==> src/hw/tpb_map.svh <==
// Register offsets, field positions, reset values and timing counts for the test pattern block
`ifndef TPB_MAP_SVH
`define TPB_MAP_SVH
// Register indices; the byte address is four times the index
`define TPB_OFF_DRV_TEST     12'h01b
`define TPB_IDX_PHY_EXTRA    12'h01c
`define TPB_IDX_TENBASE      12'h01a
`define TPB_IDX_MAIN_CTRL    12'h019
`define TPB_OFF_PHY_EXTRA    (`TPB_IDX_PHY_EXTRA * 12'h004)
`define TPB_OFF_TENBASE      (`TPB_IDX_TENBASE * 12'h004)
`define TPB_OFF_MAIN_CTRL    (`TPB_IDX_MAIN_CTRL * 12'h004)
`define TPB_OFF_IRQ_STATUS   12'h100
`define TPB_OFF_IRQ_MASK     12'h104
`define TPB_ADDR_DRV_TEST    (`TPB_OFF_DRV_TEST * 12'h004)
`define TPB_BIT_CONT_TX      5
`define TPB_BIT_PATT_ON      4
`define TPB_BIT_GAP_SEL      2
`define TPB_BIT_SOFT_RESET   9
`define TPB_BIT_JABBER_DIS   0
`define TPB_BIT_BIST_RUN     0
`define TPB_DRV_TEST_WMASK   16'h0037
`define TPB_TENBASE_RESET    16'h0004
`define TPB_TENBASE_WMASK    16'h00ef
`define TPB_TALLY_MAX        8'hff
`define TPB_GAP_LONG_NS      15000
`define TPB_GAP_SHORT_NS     10000
`define TPB_CLK_NS           50
`define TPB_GAP_LONG_CYC     (`TPB_GAP_LONG_NS / `TPB_CLK_NS)
`define TPB_GAP_SHORT_CYC    (`TPB_GAP_SHORT_NS / `TPB_CLK_NS)
`define TPB_SOFT_RST_CYC     16
`define TPB_IRQ_SATURATED    0
`define TPB_IRQ_SOFT_DONE    1
`endif

==> src/hw/tpb_pkg.sv <==
// Types shared by the test pattern and self-test control block
package tpb_pkg;
  typedef enum logic [1:0] {
    TPB_PAT_EOP_A = 2'h0,
    TPB_PAT_EOP_B = 2'h1,
    TPB_PAT_NLP   = 2'h2,
    TPB_PAT_ONES  = 2'h3
  } tpb_pattern_t;

  typedef enum logic [2:0] {
    TPB_SEQ_IDLE = 3'b001,
    TPB_SEQ_SEND = 3'b010,
    TPB_SEQ_GAP  = 3'b100
  } tpb_seq_state_t;
endpackage : tpb_pkg
==> src/hw/tpb_control.sv <==
// APB register block and sequencer for driver test patterns and packet self-test
// Overview of operation
// Count errored received nibbles during self-test; show count in bits 15:8.
// Clear the errored-nibble count whenever self-test starts again.
// Count saturates at its maximum and never wraps.
// Bit 5 set: send pseudo-random self-test data with no inter-packet gap.
// Continuous transmission acts only while main-control self-test run bit is set.
// Software sets jabber-disable before continuous 10 Mb self-test transmission.
// Bit 4 enables 10 Mb test pattern generation; resets to zero.
// Bit 2 picks the gap between sequences: one gives 15 us, zero 10 us.
// Bits 1:0 pick pattern: variant A, variant B, link pulses, constant ones.
// Writing one to bit 9 resets core logic but not registers; self-clears.
// Unused bits of the extra control register ignore writes, read zero.
// Jabber-disable bit one turns jabber protection off; zero keeps it on.
// The errored-nibble count holds at 255.
`timescale 1ns/1ps
`include "tpb_map.svh"
module tpb_control
  import tpb_pkg::*;
#(
  parameter int GAP_LONG  = `TPB_GAP_LONG_CYC,
  parameter int GAP_SHORT = `TPB_GAP_SHORT_CYC,
  parameter int SOFT_CYC  = `TPB_SOFT_RST_CYC
) (
  input  wire logic        pclk,
  input  wire logic        presetn,
  input  wire logic        clk_en,
  input  wire logic        psel,
  input  wire logic        penable,
  input  wire logic        pwrite,
  input  wire logic [11:0] paddr,
  input  wire logic [31:0] pwdata,
  output logic      [31:0] prdata,
  output logic             pready,
  output logic             pslverr,
  input  wire logic        nibble_valid,
  input  wire logic        nibble_error,
  output logic             pattern_active,
  output logic [1:0]       pattern_choice,
  output logic             sequence_send,
  output logic             continuous_pattern_tx,
  output logic             jabber_enable,
  output logic             core_reset,
  output logic             irq
);
  typedef struct packed {
    logic [15:0]    drv_test;
    logic [15:0]    tenbase;
    logic [15:0]    main_ctrl;
    logic [7:0]     tally;
    logic [1:0]     irq_status;
    logic [1:0]     irq_mask;
    logic [4:0]     soft_cnt;
    logic           soft_busy;
    logic [1:0]     err_sync;
    logic [1:0]     val_sync;
    tpb_seq_state_t seq;
    logic           gap_start;
    logic [31:0]    rdata;
    logic           ready;
    logic           slverr;
    logic           pat_on;
    logic [1:0]     pat_sel;
    logic           send;
    logic           cont_tx;
    logic           jab_en;
    logic           core_rst;
    logic           irq;
  } tpb_state_t;

  tpb_state_t state_reg;
  tpb_state_t state_next;
  logic       gap_done;

  // Decode a known register offset
  function automatic logic addr_known(input logic [11:0] a);
    return a == `TPB_ADDR_DRV_TEST || a == `TPB_OFF_PHY_EXTRA || a == `TPB_OFF_TENBASE ||
           a == `TPB_OFF_MAIN_CTRL || a == `TPB_OFF_IRQ_STATUS || a == `TPB_OFF_IRQ_MASK;
  endfunction : addr_known

  tpb_gap_timer #(
    .GAP_LONG  (GAP_LONG),
    .GAP_SHORT (GAP_SHORT)
  ) u_gap (
    .pclk     (pclk),
    .presetn  (presetn),
    .clk_en   (clk_en),
    .start    (state_reg.gap_start),
    .long_gap (state_reg.drv_test[`TPB_BIT_GAP_SEL]),
    .done     (gap_done)
  );

  // Next state: bus slave, tally, sequencer, soft reset, interrupts
  always_comb begin
    logic        wr;
    logic        rd;
    logic        run;
    logic        restart;
    logic        err_ev;
    logic        sat_ev;
    logic        soft_done;
    logic [15:0] wv;
    wr        = 1'b0;
    rd        = 1'b0;
    run       = 1'b0;
    restart   = 1'b0;
    err_ev    = 1'b0;
    sat_ev    = 1'b0;
    soft_done = 1'b0;
    wv        = pwdata[15:0];
    state_next           = state_reg;
    state_next.ready     = 1'b0;
    state_next.slverr    = 1'b0;
    state_next.gap_start = 1'b0;
    // Pin inputs pass two flops; only the second stage is read
    state_next.err_sync  = {state_reg.err_sync[0], nibble_error};
    state_next.val_sync  = {state_reg.val_sync[0], nibble_valid};
    // One wait state: answer in the second cycle of the access phase
    if (psel && penable && !state_reg.ready) begin
      state_next.ready  = 1'b1;
      state_next.slverr = !addr_known(paddr);
      wr = pwrite && addr_known(paddr);
      rd = !pwrite;
    end
    run = state_reg.main_ctrl[`TPB_BIT_BIST_RUN];
    if (wr) begin
      case (paddr)
        `TPB_ADDR_DRV_TEST: state_next.drv_test = (state_reg.drv_test & ~`TPB_DRV_TEST_WMASK) |
                                                  (wv & `TPB_DRV_TEST_WMASK);
        `TPB_OFF_TENBASE:   state_next.tenbase = wv & `TPB_TENBASE_WMASK;
        `TPB_OFF_MAIN_CTRL: begin
          state_next.main_ctrl = wv;
          restart = wv[`TPB_BIT_BIST_RUN] && !run;
        end
        // Soft reset start
        `TPB_OFF_PHY_EXTRA: if (wv[`TPB_BIT_SOFT_RESET] && !state_reg.soft_busy) begin
          state_next.soft_busy = 1'b1;
          state_next.soft_cnt  = 5'(SOFT_CYC - 1);
        end
        `TPB_OFF_IRQ_MASK:  state_next.irq_mask = wv[1:0];
        default: ;
      endcase
    end
    // Self-clearing core reset
    if (state_reg.soft_busy) begin
      if (state_reg.soft_cnt == 5'h00) begin
        state_next.soft_busy = 1'b0;
        soft_done = 1'b1;
      end else begin
        state_next.soft_cnt = state_reg.soft_cnt - 5'h01;
      end
    end
    // Count errored nibbles while self-test runs
    err_ev = run && state_reg.err_sync[1] && state_reg.val_sync[1] && !state_reg.soft_busy;
    // Restart clears the tally
    if (restart) begin
      state_next.tally = 8'h00;
    // Saturating count
    end else if (err_ev && state_reg.tally != `TPB_TALLY_MAX) begin
      state_next.tally = state_reg.tally + 8'h01;
      // Reaching 255 raises the saturation event
      sat_ev = (state_reg.tally == 8'hfe);
    end
    // Sequencer; idle while core is in soft reset
    state_next.pat_on  = state_reg.drv_test[`TPB_BIT_PATT_ON] && !state_reg.soft_busy;
    state_next.pat_sel = state_reg.drv_test[1:0];
    case (state_reg.seq)
      TPB_SEQ_IDLE: begin
        // Pattern generation only when enabled
        if (state_next.pat_on) begin
          state_next.seq  = TPB_SEQ_SEND;
          state_next.send = 1'b1;
        end
      end
      TPB_SEQ_SEND: begin
        state_next.send = 1'b0;
        // Constant ones streams without gaps
        if (!state_next.pat_on) begin
          state_next.seq = TPB_SEQ_IDLE;
        end else if (state_reg.pat_sel != TPB_PAT_ONES) begin
          // Gap length from the gap select bit
          state_next.seq       = TPB_SEQ_GAP;
          state_next.gap_start = 1'b1;
        end else begin
          state_next.send = 1'b1;
        end
      end
      TPB_SEQ_GAP: begin
        if (!state_next.pat_on) begin
          state_next.seq = TPB_SEQ_IDLE;
        end else if (gap_done) begin
          state_next.seq  = TPB_SEQ_SEND;
          state_next.send = 1'b1;
        end
      end
      default: state_next.seq = TPB_SEQ_IDLE;
    endcase
    // Continuous mode needs the main run bit; is software's duty
    state_next.cont_tx  = state_reg.drv_test[`TPB_BIT_CONT_TX] && run && !state_reg.soft_busy;
    // Jabber protection off only when disable bit is one
    state_next.jab_en   = !state_reg.tenbase[`TPB_BIT_JABBER_DIS];
    state_next.core_rst = state_next.soft_busy;
    // Interrupts: set wins over write-one-to-clear
    if (wr && paddr == `TPB_OFF_IRQ_STATUS) begin
      state_next.irq_status = state_reg.irq_status & ~wv[1:0];
    end
    if (sat_ev) state_next.irq_status[`TPB_IRQ_SATURATED] = 1'b1;
    if (soft_done) state_next.irq_status[`TPB_IRQ_SOFT_DONE] = 1'b1;
    state_next.irq = |(state_next.irq_status & state_next.irq_mask);
    // Read mux; extra control reads zero, soft reset reads back while busy
    if (rd) begin
      case (paddr)
        `TPB_ADDR_DRV_TEST:  state_next.rdata = {16'h0000, state_reg.tally, state_reg.drv_test[7:0]};
        `TPB_OFF_PHY_EXTRA:  state_next.rdata = {22'h0, state_reg.soft_busy, 9'h000};
        `TPB_OFF_TENBASE:    state_next.rdata = {16'h0000, state_reg.tenbase};
        `TPB_OFF_MAIN_CTRL:  state_next.rdata = {16'h0000, state_reg.main_ctrl};
        `TPB_OFF_IRQ_STATUS: state_next.rdata = {30'h0, state_reg.irq_status};
        `TPB_OFF_IRQ_MASK:   state_next.rdata = {30'h0, state_reg.irq_mask};
        default:             state_next.rdata = 32'h00000000;
      endcase
    end
  end

  // State register, frozen while clock enable is low
  always_ff @(posedge pclk or negedge presetn) begin
    if (!presetn) begin
      state_reg         <= '0;
      state_reg.tenbase <= `TPB_TENBASE_RESET;
      state_reg.seq     <= TPB_SEQ_IDLE;
      state_reg.jab_en  <= 1'b1;
    end else if (clk_en) begin
      state_reg <= state_next;
    end
  end

  assign prdata                = state_reg.rdata;
  assign pready                = state_reg.ready;
  assign pslverr               = state_reg.slverr;
  assign pattern_active        = state_reg.pat_on;
  assign pattern_choice        = state_reg.pat_sel;
  assign sequence_send         = state_reg.send;
  assign continuous_pattern_tx = state_reg.cont_tx;
  assign jabber_enable         = state_reg.jab_en;
  assign core_reset            = state_reg.core_rst;
  assign irq                   = state_reg.irq;

  // Assertions
  // Restart write seen on the bus; the run bit alone cannot tell a restart
  logic restart_seen;
  assign restart_seen = psel && penable && pwrite && !state_reg.ready &&
                        paddr == `TPB_OFF_MAIN_CTRL &&
                        pwdata[`TPB_BIT_BIST_RUN] && !state_reg.main_ctrl[`TPB_BIT_BIST_RUN];
endmodule : tpb_control

==> src/hw/tpb_gap_timer.sv <==
// Inter-sequence gap timer: counts the programmed idle time
`timescale 1ns/1ps
`include "tpb_map.svh"
module tpb_gap_timer
  import tpb_pkg::*;
#(
  parameter int GAP_LONG  = `TPB_GAP_LONG_CYC,
  parameter int GAP_SHORT = `TPB_GAP_SHORT_CYC
) (
  input  wire logic pclk,
  input  wire logic presetn,
  input  wire logic clk_en,
  input  wire logic start,
  input  wire logic long_gap,
  output logic      done
);
  typedef struct packed {
    logic [9:0] count;
    logic       busy;
    logic       done;
  } tpb_gap_state_t;

  tpb_gap_state_t state_reg;
  tpb_gap_state_t state_next;

  // Load on start, count down, pulse done on the last cycle
  always_comb begin
    state_next      = state_reg;
    state_next.done = 1'b0;
    if (start) begin
      state_next.busy  = 1'b1;
      state_next.count = long_gap ? 10'(GAP_LONG - 1) : 10'(GAP_SHORT - 1);
    end else if (state_reg.busy) begin
      if (state_reg.count == 10'h000) begin
        state_next.busy = 1'b0;
        state_next.done = 1'b1;
      end else begin
        state_next.count = state_reg.count - 10'h001;
      end
    end
  end

  // State register
  always_ff @(posedge pclk or negedge presetn) begin
    if (!presetn) begin
      state_reg <= '0;
    end else if (clk_en) begin
      state_reg <= state_next;
    end
  end

  assign done = state_reg.done;
endmodule : tpb_gap_timer

==> config.mk <==
export PLATFORM = sky130hd
export DESIGN_NAME = tpb_control
export DESIGN_NICKNAME = d
export VERILOG_FILES = /design/src/hw/tpb_pkg.sv /design/src/hw/tpb_control.sv /design/src/hw/tpb_gap_timer.sv
export VERILOG_INCLUDE_DIRS = /design/src /design/src/hw
export SDC_FILE = /design/constraint.sdc
export NUM_CORES = 1
export LEC_CHECK = 0
export ABC_AREA = 1
export BUFFER_PORTS_ARGS = -buffer_cell sky130_fd_sc_hd__buf_2
export CORE_ASPECT_RATIO = 0.9
export CORE_MARGIN = 10
export CORE_UTILIZATION = 60
export CTS_BUF_LIST = sky130_fd_sc_hd__clkbuf_4 sky130_fd_sc_hd__clkbuf_8 sky130_fd_sc_hd__clkbuf_16
export DETAILED_ROUTE_END_ITERATION = 12
export PLACE_DENSITY = 0.91
export RECOVER_POWER = 100
export SLEW_MARGIN = 0
export SYNTH_ARGS = -nofsm -noshare
export SYNTH_HDL_FRONTEND = slang
export SYNTH_SLANG_ARGS = --single-unit
==> constraint.sdc <==
create_clock -name pclk -period 2.82 [get_ports pclk]
set_input_delay 0.282 -clock pclk [delete_from_list [all_inputs] [get_ports pclk]]
set_output_delay 0.282 -clock pclk [all_outputs]
set_load 0.02 [all_outputs]
# Yosys cells after proc, flatten, opt, wreduce, memory -nomap -nowiden
# Index checks and enable logic that the tools add are counted.
classes:
  n_eq_ne: 18
  bitwise: 4
  reduce_logical: 38
  addsub: 3
  mux: 42
ops:
  columns: ["operator", "count"]
  rows:
  - ["16-bit case mux with 6 select lines", 1]
  - ["12-bit by 7-bit equality test with 1-bit output (second input constant)", 4]
  - ["12-bit by 9-bit equality test with 1-bit output (second input constant)", 2]
  - ["8-bit two-way mux", 3]
  - ["1-bit two-way mux", 19]
  - ["6-bit two-way mux", 3]
  - ["16-bit by 6-bit bitwise OR with 16-bit output", 1]
  - ["1-bit logical AND", 13]
  - ["12-bit two-way mux", 1]
  - ["3-bit two-way mux", 4]
  - ["3-bit AND reduction", 4]
  - ["11-bit two-way mux", 1]
  - ["10-bit logical NOT", 1]
  - ["10-bit two-way mux", 1]
  - ["10-bit by 1-bit subtractor with 10-bit output (second input constant)", 1]
  - ["9-bit two-way mux", 1]
  - ["3-bit case mux with 3 select lines", 1]
  - ["8-bit by 1-bit adder with 8-bit output (second input constant)", 1]
  - ["8-bit equality test (second input constant)", 1]
  - ["2-bit two-way mux", 4]
  - ["2-bit inequality test (second input constant)", 4]
  - ["8-bit inequality test (second input constant)", 1]
  - ["1-bit logical NOT", 6]
  - ["5-bit logical NOT", 1]
  - ["19 further kinds", 26]
word_totals:
  regBits: 118
  word_cells: 129
  in_bits: 52
  out_inout_bits: 42

# Depth between registers and ports, before layout
depth:
  word_depth: 13
  mapped_depth: 13
  mapped_depth_nobuf: 12

# By module
# Synthesis repeated with hierarchy kept, for this count alone.
hier_totals:
  hier_cells: 658
  area_unflattened_um2: 5054.8
modules_own_cells:
  columns: ["mod", "area_each_um2", "instances", "cells_per_inst"]
  rows:
  - ["tpb_control", 4304.1, 1, 550]
  - ["tpb_gap_timer", 750.7, 1, 108]

# Worst setup path after synthesis
# No wires, ideal clock.
synth_timing:
  path_kind: "register to register"
  from: "register u_gap.state_reg[2] (netlist bit)"
  to: "register u_gap.state_reg[10] (netlist bit)"
  arrival_ps: 1579
  synth_period_minus_slack_ps: 1709
  setup_slack_ps: 1111
  path_stages_with_launch: 13
  n_path_buf: 1
  required_ps: 2690
  path_cell_list: "dfrtp_1 > inv_1 > ha_1 > nand2_1 > nor2_1 > nand3_1 > nand2_1 > nand2_1 > nand2_2 > inv_1 > clkbuf_1 > nand2_1 > o21ai_1"
synth_between:
  elab_chain_len: 4
  word_cells_on_any_way: 7
  cone_classes: "add/sub: 1; eq/ne: 1; mux: 3; reduce/logical: 2"
synth_lines:
  columns: ["item", "line", "rtl"]
  rows:
  - ["start, declared", "tpb_gap_timer.sv:23", "tpb_gap_state_t state_reg;"]
  - ["start signal, assigned", "tpb_gap_timer.sv:48", "state_reg <= state_next;"]
  - ["10-bit by 1-bit subtractor with 10-bit output", "tpb_gap_timer.sv:38", "state_next.count = state_reg.count - 10'h001;"]
  - ["10-bit two-way mux", "tpb_gap_timer.sv:34", "if (state_reg.count == 10'h000) begin"]
  - ["12-bit two-way mux", "tpb_gap_timer.sv:33", "end else if (state_reg.busy) begin"]
  - ["11-bit two-way mux", "tpb_gap_timer.sv:30", "if (start) begin"]
# Several ways; a longest one is shown, not always the timed one. The select of a mux whose other input is x is not followed.
# A chain may end at the register's enable or synchronous reset.

==> metrics.md <==
| Metric | Value |
|---|---|
| Status | completed |
| Detailed Route WL | 12.68 mm |
| Antenna-violating nets left | 0 |
| WL/cell | 14.97 um |
| Port bufs | 61 |
| Layout Skew | 0.01182 ns |
| CTS root buf | clkbuf_8 |
| TritonCTS Buffers | 9 |
| RSZ-0062 raised after global routing | false |
| Core area | 8184 um^2 |
| Antenna violations before repair | 0 |
| First-pass GRT wire length | approximately 21 mm |
| Minimum clock period | roughly 2.3 ns |
| CTS max path bufs | 2 |
| Ys Warns | 0 |
| Avg Cell Area, Syn | 7.566 um^2 |
| Synth area leaders | dfrtp_1 43%, nand2_1 14%, nand3_1 6.4% |
| Number of flip-flops in the largest register | 49 |
| Grt ovf | 0 |
| Starting Density | 0.6277 |
| DP HPWL | approximately 9.6 mm |
| Period utilization | 0.8055 |
| DRC Markers | 0 |
| CP Data Required Time | 3.07 ns |
| Final WS setup | 0.5484 ns |
| Syn Inst Count | 679 |
| Synthesized cell area | 5137 um^2 |
| Nets | between 700 and 800 |
| Synth area leader | dfrtp_1 |
| Most used DFF post-synth | dfrtp_1 |
| Die area | 12670 um^2 |
| CP Max Fanout | 9 |
| WHS Path Cells | 3 |
| P_leak | 2.910 nW |
| Slew Limit Headroom | 0.2123 |
| Share of cells above drive strength 1 | 0.1026 |
| Vias in the first global route | around 4500 |
| Final Hold Viols | 0 |
| GPL Wtd Cong | 0.8798 |
| CP Launch Type | flip-flop |
| Seq cells post-synth | 91 |
| FILL cells | 682 |
| Synth top area share | 0.4286 |
| Setup TNS | 0 ns |
| Fin. max-slew vios | 0 |
| Pwr per Cell Area | 548.9 nW/um^2 |
| Fin Hold WS | between 0.1 and 0.15 ns |
| First-pass DRT Iterations | 6 |
| Post-Place Worst Slack | 0.6476 ns |
| Post-synth EDFFs | 0 |
| DR iter-0 viols | ~420 |
| Worst hold path class | in -> reg |
| Setup-failing EPs final | 0 |
| Commonest non-fill, non-tap cell in the layout | nand2_1 |
| Util after Layout | 0.6699 |
| Via count | about 4600 |
| Post-synth cell types | 44 |
| Part of the Yosys area used for sequential elements | 0.4440 |
| CTS tree | yes |
| Area Overhead vs Synth | 6.722% |
| H-tree depth | 3 |
| TritonCTS Sinks | 91 |
| Fmax | approximately 440 MHz |
| CTS clock-pin slew for the worst setup and hold paths | 0.08 ns |
| Worst EP arrival | 2.53 ns |
| Most frequent cells in the layout | 200 x nand2_1, 88 x dfrtp_1, 76 x inv_1 |
| Maximum number of pins on one net before global-route repair | 47 |
| All-Layer GR Usage | 0.1975 |
| Total Power | 0.003010 W |
| Via density per instance | 5.469 |
| Asr flop ratio synth | 1.000 |
| Die H | 107.8 um |
| Setup bufs post-CTS | 0 |
| Critical path class | reg -> reg |
| Row count | 31 |
| Worst VDD drop | around 310 uV |
| Reg2Reg Depth | 8 |
| # IOs | 94 |
| Worst skew pair latency | 0.37 ns |
| Die width | ~120 um |
| Actual slew at the worst max-slew pin | 1.182 ns |
| CP endpoint kind | flip-flop |
| Max-cap violations | 0 |
report_power, final:
| part | switching [W] | leakage [nW] | internal [W] | total (W) |
|---|---|---|---|---|
| logic | 0.000479 | 1.61 | 0.000231 | 0.000710 |
| registers | 0.0000831 | 1.23 | 0.00143 | 0.00152 |
| clock network | 0.000468 | 0.0770 | 0.000315 | 0.000783 |
| total | 0.00103 | 2.91 | 0.00198 | 0.00301 |
cell type report:
cell class | instances | area [um^2] | share of cell area
inverter | 82 | 307.8 | 0.05614
antenna | 1 | 2.502 | 0.0004564
tap | 115 | 143.9 | 0.02624
timing repair buffer | 70 | 332.8 | 0.06070
clock inverter | 7 | 45.04 | 0.008215
sequential | 91 | 2281 | 0.4160
multi-input combinational | 472 | 2246 | 0.4096
clock buffer | 9 | 123.9 | 0.02259
final timing paths:
check                                     startpoint                        endpoint  slack [ns]
setup / recovery              core_reset$_DFFE_PN0P_       state_reg[60]$_DFFE_PN0P_        0.55
min in group asynchronous                    presetn  u_gap.state_reg[7]$_DFFE_PN0P_        0.66
max in group asynchronous                    presetn       state_reg[45]$_DFFE_PN0P_        0.92
hold / removal                          nibble_valid      state_next[47]$_DFFE_PN0P_        0.13
hold reg to reg            state_reg[86]$_DFFE_PN1P_       state_reg[86]$_DFFE_PN1P_        0.48
setup reg to reg              core_reset$_DFFE_PN0P_       state_reg[60]$_DFFE_PN0P_        0.55
per-stage QoR:
step / instances / area (um^2)
3_5_place_dp: 829 / 5368
5_1_grt: 846 / 5480
2_1_floorplan: 694 / 5194
4_1_cts: 846 / 5547
6_report: 847 / 5483
3_3_place_gp: 829 / 5368
synthesized netlist by cell type (3+ instances only):
library cell,instances
nor2_1,45
o21ai_1,6
xor2_1,10
buf_4,36
o22ai_1,3
o21ai_0,51
nand2_4,5
nand2_2,4
nand3_1,66
inv_2,3
dfstp_2,3
dfrtp_1,88
clkinv_1,3
nand4_1,17
inv_1,76
ha_1,4
a21oi_1,10
clkbuf_1,7
nand2_1,197
a22o_1,3
buf_2,3
nor3_1,10
critical path, stage by stage (launching register included):
cell and delay, ns:
dfrtp_1 0.47, inv_1 0.26, nand4_1 0.19, a21oi_1 0.62, inv_1 0.13, nand2_1 0.10, nand2_1 0.19, nand2_1 0.13
nand2_1 0.06
logic make-up after synthesis:
logic type      count (synthesis)  share of synthesized area
other cells                     1                  0.0007299
compound gates                 86                    0.09352
simple gates                  355                     0.3076
flops                          91                     0.4440
fa+ha+maj                       4                   0.009742
buf+inv                       131                     0.1257
xor+xnor                       11                    0.01875
routing by layer:
layer | routed length, um | share of wire | vias to the layer above | GRT usage
met5 | 0 | 0 | - | 0
met4 | 277 | 0.022 | 0 | 0.06261
met3 | 850 | 0.067 | 23 | 0.04667
met2 | 6325 | 0.50 | 187 | 0.3411
met1 | 5225 | 0.41 | 2196 | 0.2402
li1 | - | - | 2226 | -
repair_timing:
action	4_1_cts	5_1_grt
hold endpoints to repair	43	0
hold buffers	1	0
gates resized for setup	0	0
setup endpoints to repair	0	0
(Power assumes the default switching activity.)
